`src/rtl/spm_defs.svh`:
```
`ifndef SPM_DEFS_SVH
`define SPM_DEFS_SVH

`define SPM_OFF_PM_CAP     8'h40
`define SPM_OFF_PM_CSR     8'h44
`define SPM_OFF_MSI_CAP    8'h4C

`define SPM_PM_CAP_ID      8'h01
`define SPM_PM_NEXT_UP     8'h5C
`define SPM_PM_NEXT_DN     8'h4C
`define SPM_PM_REV         3'b011
`define SPM_AUX_RST        3'b111
`define SPM_D1_RST         1'b1
`define SPM_D2_RST         1'b1
`define SPM_PME_SUP_RST    5'h1F
`define SPM_DSI_RST        1'b0
`define SPM_NSR_RST        1'b1
`define SPM_DATA_RST       8'h00
`define SPM_MSI_CAP_ID     8'h05
`define SPM_MSI_NEXT       8'h64

`define SPM_PS_D0          2'b00
`define SPM_PS_D3          2'b11

`define SPM_RST_PULSE      4'h8

`endif

```
`src/rtl/spm_pkg.sv`:
```
package spm_pkg;
    typedef struct packed {
        logic [4:0] pme_support;
        logic       d2_support;
        logic       d1_support;
        logic [2:0] aux_current;
        logic       dev_spec_init;
        logic       no_soft_reset;
        logic [7:0] data_byte;
    } spm_defaults_t;

    typedef struct packed {
        logic        valid;
        logic        write;
        logic [7:0]  addr;
        logic [3:0]  byte_en;
        logic [31:0] wdata;
    } spm_cfg_req_t;

    typedef enum logic [1:0] {
        SPM_IDLE,
        SPM_RESETTING
    } spm_rst_state_t;
endpackage

```
`src/rtl/spm_capability.sv`:
```
`timescale 1ns/1ps
`include "spm_defs.svh"

// What this block does
// - PM header low byte always reads capability id 01h.
// - PM next pointer resets 5Ch upstream, 4Ch downstream.
// - Header bits 18:16 read 011b, PM revision 1.2.
// - Bits 19 and 20 are zero and ignore writes.
// - Bit 21 reads 0 by default, no special initialization.
// - Auxiliary current bits 24:22 reset to 111b, 375 mA.
// - Bits 25 and 26 read 1 by default, D1 and D2 supported.
// - Bits 31:27 reset to all ones, events forwarded in all states.
// - Read-only defaults loadable by management bus, not by configuration writes.
// - Power state in bits 1:0, D0..D3hot, resets to D0.
// - Writing D0 from D3 triggers hot reset without downstream reset pin.
// - Bit 3 set skips internal reset on D3hot to D0.
// - Bit 8 read/write event enable, reset 0, gates event messages.
// - Bit 15 event status always reads 0.
// - Data byte bits 31:24 resets 00h, loadable by management bus.
// - Downstream ports return MSI capability id 05h.
// - MSI next pointer resets to 64h.

module spm_capability #(
    parameter bit UPSTREAM = 1'b0
) (
    input  wire logic                  clock,
    input  wire logic                  srst,
    input  wire spm_pkg::spm_cfg_req_t cfg_req,
    output logic                       cfg_ack,
    output logic [31:0]                cfg_rdata,
    input  wire logic                  dflt_load,
    input  wire spm_pkg::spm_defaults_t dflt_value,
    input  wire logic                  pme_request,
    output logic                       power_event_message,
    output logic [1:0]                 power_state,
    output logic                       hot_reset,
    output logic                       internal_reset,
    output logic                       downstream_reset_output
);
    import spm_pkg::*;

    typedef struct packed {
        spm_defaults_t dflt;
        logic [1:0]    pstate;
        logic          pme_en;
        logic [3:0]    data_sel;
        logic [31:0]   rdata;
        logic          ack;
        logic          pme_msg;
        logic          trig;
    } spm_state_t;

    spm_state_t st_ff;
    spm_state_t nxt_st;

    function automatic logic [31:0] merge(input logic [31:0] old_v, input logic [31:0] new_v,
                                          input logic [3:0] be);
        logic [31:0] r;
        r = old_v;
        for (int i = 0; i < 4; i++) begin
            if (be[i]) begin
                r[i*8 +: 8] = new_v[i*8 +: 8];
            end
        end
        return r;
    endfunction

    function automatic logic [31:0] read_reg(input spm_state_t s, input logic [7:0] a);
        logic [31:0] r;
        r = 32'h0000_0000;
        if (a == `SPM_OFF_PM_CAP) begin
            r[7:0]   = `SPM_PM_CAP_ID;
            r[15:8]  = UPSTREAM ? `SPM_PM_NEXT_UP : `SPM_PM_NEXT_DN;
            r[18:16] = `SPM_PM_REV;
            r[19]    = 1'b0;
            r[21]    = s.dflt.dev_spec_init;
            r[24:22] = s.dflt.aux_current;
            r[25]    = s.dflt.d1_support;
            r[26]    = s.dflt.d2_support;
            r[31:27] = s.dflt.pme_support;
        end else if (a == `SPM_OFF_PM_CSR) begin
            r[1:0]   = s.pstate;
            r[3]     = s.dflt.no_soft_reset;
            r[8]     = s.pme_en;
            r[12:9]  = s.data_sel;
            r[15]    = 1'b0;
            r[23:22] = 2'b00;
            r[31:24] = s.dflt.data_byte;
        end else if (a == `SPM_OFF_MSI_CAP && !UPSTREAM) begin
            r[7:0]   = `SPM_MSI_CAP_ID;
            r[15:8]  = `SPM_MSI_NEXT;
        end
        return r;
    endfunction

    logic [31:0] csr_new;
    logic        trig_hr;

    always_comb begin
        nxt_st      = st_ff;
        nxt_st.ack  = 1'b0;
        nxt_st.trig = 1'b0;
        csr_new     = merge(32'h0000_0000, cfg_req.wdata, cfg_req.byte_en);
        // Management loads win over nothing; host cannot touch these fields
        if (dflt_load) begin
            nxt_st.dflt = dflt_value;
        end
        if (cfg_req.valid) begin
            nxt_st.ack = 1'b1;
            if (cfg_req.write) begin
                if (cfg_req.addr == `SPM_OFF_PM_CSR) begin
                    if (cfg_req.byte_en[0]) begin
                        nxt_st.pstate = csr_new[1:0];
                        if (st_ff.pstate == `SPM_PS_D3 && csr_new[1:0] == `SPM_PS_D0) begin
                            nxt_st.trig = 1'b1;
                        end
                    end
                    if (cfg_req.byte_en[1]) begin
                        nxt_st.pme_en   = csr_new[8];
                        nxt_st.data_sel = csr_new[12:9];
                    end
                end
            end else begin
                nxt_st.rdata = read_reg(st_ff, cfg_req.addr);
            end
        end
        // Pulse only while enabled; status bit itself is not kept
        nxt_st.pme_msg = pme_request && st_ff.pme_en;
    end

    always_ff @(posedge clock) begin
        if (srst) begin
            st_ff.dflt.pme_support   <= `SPM_PME_SUP_RST;
            st_ff.dflt.d2_support    <= `SPM_D2_RST;
            st_ff.dflt.d1_support    <= `SPM_D1_RST;
            st_ff.dflt.aux_current   <= `SPM_AUX_RST;
            st_ff.dflt.dev_spec_init <= `SPM_DSI_RST;
            st_ff.dflt.no_soft_reset <= `SPM_NSR_RST;
            st_ff.dflt.data_byte     <= `SPM_DATA_RST;
            st_ff.pstate             <= `SPM_PS_D0;
            st_ff.pme_en             <= 1'b0;
            st_ff.data_sel           <= 4'h0;
            st_ff.rdata              <= 32'h0000_0000;
            st_ff.ack                <= 1'b0;
            st_ff.pme_msg            <= 1'b0;
            st_ff.trig               <= 1'b0;
        end else begin
            st_ff <= nxt_st;
        end
    end

    assign trig_hr = st_ff.trig;

    spm_hot_reset u_hot_reset (
        .clock           (clock),
        .srst            (srst),
        .trigger         (trig_hr),
        .internal_enable (~st_ff.dflt.no_soft_reset),
        .hot_reset       (hot_reset),
        .internal_reset  (internal_reset)
    );

    assign cfg_ack                 = st_ff.ack;
    assign cfg_rdata               = st_ff.rdata;
    assign power_event_message     = st_ff.pme_msg;
    assign power_state             = st_ff.pstate;
    assign downstream_reset_output = 1'b0;
endmodule // spm_capability

```
`src/rtl/spm_hot_reset.sv`:
```
`timescale 1ns/1ps
`include "spm_defs.svh"

module spm_hot_reset (
    input  wire logic clock,
    input  wire logic srst,
    input  wire logic trigger,
    input  wire logic internal_enable,
    output logic      hot_reset,
    output logic      internal_reset
);
    import spm_pkg::*;

    typedef struct packed {
        spm_rst_state_t state;
        logic [3:0]     count;
        logic           hot;
        logic           internal;
    } spm_hr_state_t;

    spm_hr_state_t st_ff;
    spm_hr_state_t nxt_st;

    always_comb begin
        nxt_st = st_ff;
        unique case (st_ff.state)
            SPM_IDLE: begin
                if (trigger) begin
                    nxt_st.state    = SPM_RESETTING;
                    nxt_st.count    = `SPM_RST_PULSE;
                    nxt_st.hot      = 1'b1;
                    nxt_st.internal = internal_enable;
                end
            end
            SPM_RESETTING: begin
                nxt_st.count = st_ff.count - 4'h1;
                if (st_ff.count == 4'h1) begin
                    nxt_st.state    = SPM_IDLE;
                    nxt_st.hot      = 1'b0;
                    nxt_st.internal = 1'b0;
                end
            end
            default: nxt_st.state = SPM_IDLE;
        endcase
    end

    always_ff @(posedge clock) begin
        if (srst) begin
            st_ff <= '{state: SPM_IDLE, count: 4'h0, hot: 1'b0, internal: 1'b0};
        end else begin
            st_ff <= nxt_st;
        end
    end

    assign hot_reset      = st_ff.hot;
    assign internal_reset = st_ff.internal;
endmodule // spm_hot_reset

```
`config.mk`:
```
export PLATFORM = sky130hd
export DESIGN_NAME = spm_capability
export DESIGN_NICKNAME = d
export VERILOG_FILES = /design/src/rtl/spm_pkg.sv /design/src/rtl/spm_capability.sv /design/src/rtl/spm_hot_reset.sv
export VERILOG_INCLUDE_DIRS = /design/src /design/src/rtl
export SDC_FILE = /design/constraint.sdc
export NUM_CORES = 1
export LEC_CHECK = 0
export BUFFER_PORTS_ARGS = -buffer_cell sky130_fd_sc_hd__buf_2
export CAP_MARGIN = 40
export CORE_ASPECT_RATIO = 0.5
export CORE_UTILIZATION = 30
export CTS_CLUSTER_SIZE = 8
export DETAILED_ROUTE_END_ITERATION = 8
export PLACE_DENSITY = 0.55
export SYNTH_ARGS = -nofsm -noshare
export SYNTH_HDL_FRONTEND = slang
export SYNTH_SLANG_ARGS = --single-unit
```
`constraint.sdc`:
```
create_clock -name clock -period 1.69 [get_ports clock]
set_input_delay 0.169 -clock clock [delete_from_list [all_inputs] [get_ports clock]]
set_output_delay 0.169 -clock clock [all_outputs]
set_load 0.02 [all_outputs]
```
==> results of run 1 <==
-- flip-flops by register name, summed over array words and instances, names as in the netlist --
signal,cells
st_ff,25
cfg_rdata,22
u_hot_reset.st_ff,4
power_state,2
cfg_ack,1
power_event_message,1
trig_hr,1
u_hot_reset.hot_reset,1
u_hot_reset.internal_reset,1
-- logic make-up after synthesis --
kind of cell,after synthesis,share of synthesized area
AO/OA/AOI/OAI,38,0.127
XOR/XNOR,2,0.00677
other,1,0.00145
buffers and inverters,53,0.135
AND/OR/NAND/NOR,82,0.205
flip-flops,58,0.449
multiplexers,17,0.0658
adder cells (fa/ha/maj),2,0.00967
-- layout make-up --
cell class	instances	area, um^2	area share
tap	112	140	0.0451
multi-input combinational	150	1100	0.356
sequential	58	1160	0.374
timing repair buffer	81	428	0.138
inverter	3	11.3	0.00363
clock buffer	13	260	0.0838
-- routing by layer --
metal | up-vias | part of all wire
li1 | 944 | -
met1 | 921 | 0.45
met2 | 47 | 0.49
met3 | 10 | 0.043
met4 | 0 | 0.014
met5 | - | 0
-- path summary, 6_finish.rpt --
path	from	to	slack [ns]	cells after the start
setup reg to reg	u_hot_reset.st_ff[2]	u_hot_reset.internal_reset	0.30	4
hold reg to reg	cfg_rdata[14]	cfg_rdata[14]	0.47	2
hold / removal	dflt_value[12]	st_ff[54]	0.06	2
setup / recovery	u_hot_reset.st_ff[2]	u_hot_reset.internal_reset	0.30	4
-- layout by cell type (no fill, tap or decap), drive strengths merged, types with 2 or more instances in the layout --
cell type / instances
mux2i: 17
nor3: 7
nand3: 2
or4b: 2
a22o: 7
conb: 9
nand2b: 16
a211o: 11
nand2: 3
ha: 2
clkbuf: 13
nor2b: 16
inv: 3
dfxtp: 58
nor2: 15
a21oi: 4
nor3b: 9
buf: 81
a221o: 11
nor4b: 3
-- power groups by stage --
stage | clock, mW | sequential [mW] | combinational, mW
after floorplan | 0 | 1.44 | 0.143
after global placement | 0 | 1.44 | 0.201
after detailed placement | 0 | 1.45 | 0.209
after CTS | 1.63 | 1.42 | 0.210
after global routing | 1.70 | 1.42 | 0.230
final | 1.58 | 1.42 | 0.208
-- worst max-delay path: cells and delay by family, from the launching register on --
| kind | cells | cell delay, ns |
|---|---|---|
| flip-flops | 1 | 0.39 |
| AO/OA/AOI/OAI | 1 | 0.20 |
| AND/OR/NAND/NOR | 2 | 0.52 |
| adder cells (fa/ha/maj) | 1 | 0.17 |
-- Yosys cell counts (3+ instances only) --
library cell,count
a211o_1,11
nor3b_1,9
nand2_1,3
nor3_1,4
a221o_1,11
nand2b_1,16
nor2_1,15
nor4b_1,3
mux2i_1,17
dfxtp_1,58
nor2b_1,16
buf_4,36
a21oi_1,4
a22o_1,7
clkbuf_1,9
inv_1,3
-- metrics by stage --
| step | worst slack [ns] | utilization | cell area (um^2) | instances | total power, mW |
|---|---|---|---|---|---|
| after floorplan | 0.230 | - | 2620 | 261 | 1.59 |
| after global placement | 0.0813 | 0.347 | 2840 | 403 | 1.65 |
| after detailed placement | 0.0779 | 0.348 | 2850 | 404 | 1.66 |
| after CTS | 0.314 | 0.380 | 3110 | 417 | 3.26 |
| after global routing | 0.217 | 0.380 | 3110 | 417 | 3.35 |
| final | 0.297 | 0.380 | 3110 | 417 | 3.21 |
==> summary.md, run 1 <==
| Metric | Value |
|---|---|
| Core ar. | 8170 um^2 |
| CTS H-tree depth | 3 |
| Crit start category | flop |
| NumNets Final | 375 |
| EDFF count, synth | 0 |
| Final min period | 1.39 ns |
| Post-synthesis sequential area ratio | 0.449 |
| P_sw | 0.671 mW |
| Sw frac | 0.209 |
| Distinct cells, synth | 41 |
| Period utilization | 0.824 |
| Drt pass-1 iters | 4 |
| Largest net degree at the start of global routing | 32 |
| Initial Util | 0.316 |
| Fmax | 0.718 GHz |
| First DRT Iteration DRCs | 118 |
| Crit-path cells | ha_1 -> nor4bb_1 -> nor3b_1 -> o21ba_2 |
| GRT Util Overall | 0.133 |
| Clk pwr share | 0.492 |
| Vias | 1922 |
| Clock Sinks | 58 |
| Crit-path max FO | 4 |
| Setup-failing EPs final | 0 |
| Worst hold path class | in2reg |
| Yosys top cell by area | dfxtp_1 |
| Drt drc | 0 |
| Met3 usage in global routing | 0.0435 |
| Die width | 133 um |
| Routability Congestion | 0.709 |
| Grt met2 use | 0.229 |
| Hold-fix buffers, CTS | 0 |
| Slowest cell on crit path | nor4bb_1 |
| Synth Area per Inst | 10.2 um^2 |
| Boundary pin count | 109 |
| Worst Max-Slew Pin Slew | 0.651 ns |
| GR Util met1 | 0.153 |
| Leak | 1.37 nW |
| Comb pwr share | 0.065 |
| Initial antenna violation count | 0 |
| Worst Setup End Kind | flop |
| Worst Path Required | 1.90 ns |
| Rows | 23 |
| Sequential power share | 0.443 |
| #FFs+latches synth | 58 |
| Die Y | 67.7 um |
| Peak supply drop | 0.000572 V |
| CTS root buf | clkbuf_16 |
| FFs w/ async S/R, synth | 0 |
| Remaining global-route overflow | 0 |
| Critical Path AT | 1.61 ns |
| Drt total wl | 5.70 mm |
| Antenna cell count | 0 |
| Final hold vios | 0 |
| Clock latency on the worst-skew pair | 0.32 ns |
| Drt wl/cell | 13.7 um |
| Status | completed |
| CTS tree | yes |
| Slew margin rel. | 0.566 |
| Pint | 2.54 mW |
| Synth top area cells | dfxtp_1, buf_4, mux2i_1 |
| Setup TNS | 0 ns |
| Via density per instance | 4.61 |
| Syn-to-layout area delta | 20.1% |
| Clock Tree Buf Depth | 2 |
| CP max stage delay | 0.41 ns |
| Cells after Synth | 253 |
| Worst-path clk slew | 0.05 ns |
| Cts repair resizes | 0 |
| Fillers | 831 |
| Ys flop type | dfxtp_1 |
| Num CTS Buffers | 9 |
| Vias in the first global route | 1932 |
| Synth top area share | 0.449 |
| Post-DP HPWL | 4.19 mm |
| PwrDens | 1030 nW/um^2 |
| Max-cap viol count | 0 |
| Die area | 9020 um^2 |
| Post-Synthesis Cell Area | 2590 um^2 |
| Final antenna-violating net count | 0 |
| Hold Slack | 0.0611 ns |
| Port Buffer Count | 72 |
| First-pass GRT wire length | 9.05 mm |
| Busiest grt layer | met2 |
| Setup bufs post-CTS | 0 |
| Slew Limit Fails | 0 |
| Clock Skews | 0.00379 ns |
| Layout cells sized above 1 | 0.321 |
| RSZ-0062 raised after global routing | false |
| Yosys warns | 0 |
| Critical path class | reg2reg |
(Power assumes the default switching activity.)
==> inputs of run 2 (changes only) <==
--- a/config.mk
+++ b/config.mk
@@ -6,6 +6,7 @@
 export SDC_FILE = /design/constraint.sdc
 export NUM_CORES = 1
 export LEC_CHECK = 0
+export ABC_AREA = 1
 export BUFFER_PORTS_ARGS = -buffer_cell sky130_fd_sc_hd__buf_2
 export CAP_MARGIN = 40
 export CORE_ASPECT_RATIO = 0.5
==> constraint.sdc (replaced) <==
create_clock -name clock -period 1.4 [get_ports clock]
set_input_delay 0.14 -clock clock [delete_from_list [all_inputs] [get_ports clock]]
set_output_delay 0.14 -clock clock [all_outputs]
set_load 0.02 [all_outputs]
==> run 2 against run 1 <==
Net effect: sequential share of layout area is 1.7 points lower; cell count up 29%; routed wire length up 5.9%; largest cell class unchanged; critical endpoint unchanged; critical path type unchanged; first-iteration DRC count decreased by 7.6%; largest power group unchanged.
==> summary.md, run 2 <==
| Metric | Value |
|---|---|
| Vias in the first global route | 2106 |
| Comb pwr share | 0.070 |
| Clock Skews | 0.00273 ns |
| Remaining global-route overflow | 0 |
| Max-cap viol count | 0 |
| Slew Limit Fails | 0 |
| Worst hold path class | in2reg |
| Crit-path max FO | 3 |
| Worst Path Buf+Inv | 1 |
| Layout cells sized above 1 | 0.255 |
| Largest register FFs | 25 |
| Critical Path AT | 1.31 ns |
| Top post-synthesis cells by count | nand2_1, dfxtp_1, nor2_1 |
| Period utilization | 0.792 |
| NumNets Final | 495 |
| Total Power | 4.12 mW |
| Final antenna-violating net count | 0 |
| Worst Path Required | 1.60 ns |
| Fillers | 930 |
| #FFs+latches synth | 58 |
| Clock latency on the worst-skew pair | 0.32 ns |
| Cell mode on critical path | nand2_1 |
| Ys flop type | dfxtp_1 |
| Num CTS Buffers | 9 |
| Worst Setup End Kind | flop |
| Die area | 9380 um^2 |
| Die Y | 69.0 um |
| Synth top area cells | dfxtp_1, nand2_1, buf_4 |
| Grt met2 use | 0.229 |
| Drt total wl | 6.04 mm |
| Top reg by flops | st_ff |
| Rows | 23 |
| Die width | 136 um |
| Initial antenna violation count | 0 |
| Distinct cells, synth | 28 |
| Port Buffer Count | 72 |
| Yosys top cell by area | dfxtp_1 |
| Peak supply drop | 0.000813 V |
| Sw frac | 0.230 |
| Crit-path cells | inv_1 -> ha_1 -> nand2_1 -> nor3_1 -> nor2_1 -> nand2_1 -> a21oi_1 |
| Clk pwr share | 0.511 |
| Yosys warns | 0 |
| RSZ-0062 raised after global routing | false |
| Crit start category | flop |
| Cells after Synth | 369 |
| GRT Util Overall | 0.139 |
| Initial Util | 0.322 |
| Pint | 3.17 mW |
| Fmax | 0.902 GHz |
| Setup-failing EPs final | 0 |
| Boundary pin count | 109 |
| FFs w/ async S/R, synth | 0 |
| CTS tree | yes |
| Via density per instance | 4.33 |
| Critical path class | reg2reg |
| Synth top area share | 0.431 |
| Met3 usage in global routing | 0.0512 |
| Post-route core utilization | 0.390 |
| Vias | 2339 |
| Drt drc | 0 |
| PwrDens | 1270 nW/um^2 |
| Setup TNS | 0 ns |
| Worst-path clk slew | 0.05 ns |
| Synth Area per Inst | 7.29 um^2 |
| Most frequent cell after synthesis | nand2_1 |
| First DRT Iteration DRCs | 109 |
| Inst Count DP | 524 |
| Finished Layout Cells | 540 |
| CTS H-tree depth | 3 |
| Final min period | 1.11 ns |
| Setup bufs post-CTS | 0 |
| GR Util met1 | 0.169 |
| Clock Tree Buf Depth | 2 |
| Drt pass-1 iters | 4 |
| Hold-fix buffers, CTS | 0 |
| Post-Synthesis Cell Area | 2690 um^2 |
| P_sw | 0.948 mW |
| Status | completed |
| CP max stage delay | 0.32 ns |
| Drt wl/cell | 11.2 um |
| Most frequent cells in the layout | nand2_1, buf_2, dfxtp_1, nor2_1, inv_1 |
| Clock Sinks | 58 |
| Commonest non-fill, non-tap cell in the layout | nand2_1 |
| Post-synthesis sequential area ratio | 0.431 |
| Delay-heaviest family, CP | simple AND/OR/NAND/NOR gates |
| EDFF count, synth | 0 |
| Largest net degree at the start of global routing | 30 |
| Syn-to-layout area delta | 20.8% |
| Antenna cell count | 0 |
| Routability Congestion | 0.741 |
| Core ar. | 8350 um^2 |
| CTS root buf | clkbuf_16 |
| Final hold vios | 0 |
| Busiest grt layer | met2 |
| Sequential power share | 0.420 |
| Post-DP HPWL | 4.31 mm |
| Leak | 1.67 nW |
| First-pass GRT wire length | 9.83 mm |
| Cts repair resizes | 0 |
| Slowest cell on crit path | dfxtp_1 |
==> run 2: layout make-up <==
type                            instances  area (um^2)  share of cell area
Sequential cell                        58         1160               0.357
Multi-Input combinational cell        234         1080               0.332
Timing Repair Buffer                   83          443               0.136
Clock buffer                           10          229              0.0704
Inverter                               37          141              0.0435
Tap cell                              112          140              0.0431
Clock inverter                          6         57.6              0.0177
==> run 2: logic make-up after synthesis <==
logic type               after synthesis  synth area share
AO/OA/AOI/OAI                         32            0.0595
XOR/XNOR                               1           0.00325
adder cells (fa/ha/maj)                2           0.00930
buffers and inverters                 85             0.179
flip-flops                            58             0.431
other                                  1           0.00139
AND/OR/NAND/NOR                      190             0.316
==> run 2: power groups by stage <==
stage	logic (mW)	registers, mW	clock network, mW
3_5_place_dp	0.290	1.76	0
6_report	0.287	1.73	2.10
3_3_place_gp	0.289	1.76	0
2_1_floorplan	0.200	1.76	0
5_1_grt	0.325	1.73	2.24
4_1_cts	0.290	1.73	2.15
==> run 2: worst register-to-register path, delay by kind of cell, from the launching register on <==
kind                     cells  cell delay (ns)
AND/OR/NAND/NOR              4             0.39
flip-flops                   1             0.32
adder cells (fa/ha/maj)      1             0.15
buffers and inverters        1             0.08
AO/OA/AOI/OAI                1             0.05
==> run 2: through the flow <==
stage / hold slack, ns / setup WS (ns) / area, um^2
detailed placement: 0.353 / 0.107 / 2960
global route: 0.0333 / 0.165 / 3250
floorplan: 0.209 / 0.347 / 2720
finish: 0.0277 / 0.291 / 3250
global placement: 0.351 / 0.139 / 2960
CTS: 0.0199 / 0.286 / 3250
==> run 2: path summary, 6_finish.rpt <==
path                        startpoint                         end  slack, ns  cells past startpoint
setup / recovery  u_hot_reset.st_ff[3]  u_hot_reset.internal_reset       0.29                      7
hold / removal          dflt_value[15]                   st_ff[57]       0.03                      3
setup reg to reg  u_hot_reset.st_ff[3]  u_hot_reset.internal_reset       0.29                      7
hold reg to reg              st_ff[35]                cfg_rdata[9]       0.45                      2
==> run 2: layer usage <==
| layer | share of wire | wire (um) |
|---|---|---|
| met5 | 0 | 0 |
| met2 | 0.45 | 2730 |
| met3 | 0.064 | 385 |
| met1 | 0.47 | 2860 |
| met4 | 0.011 | 66 |
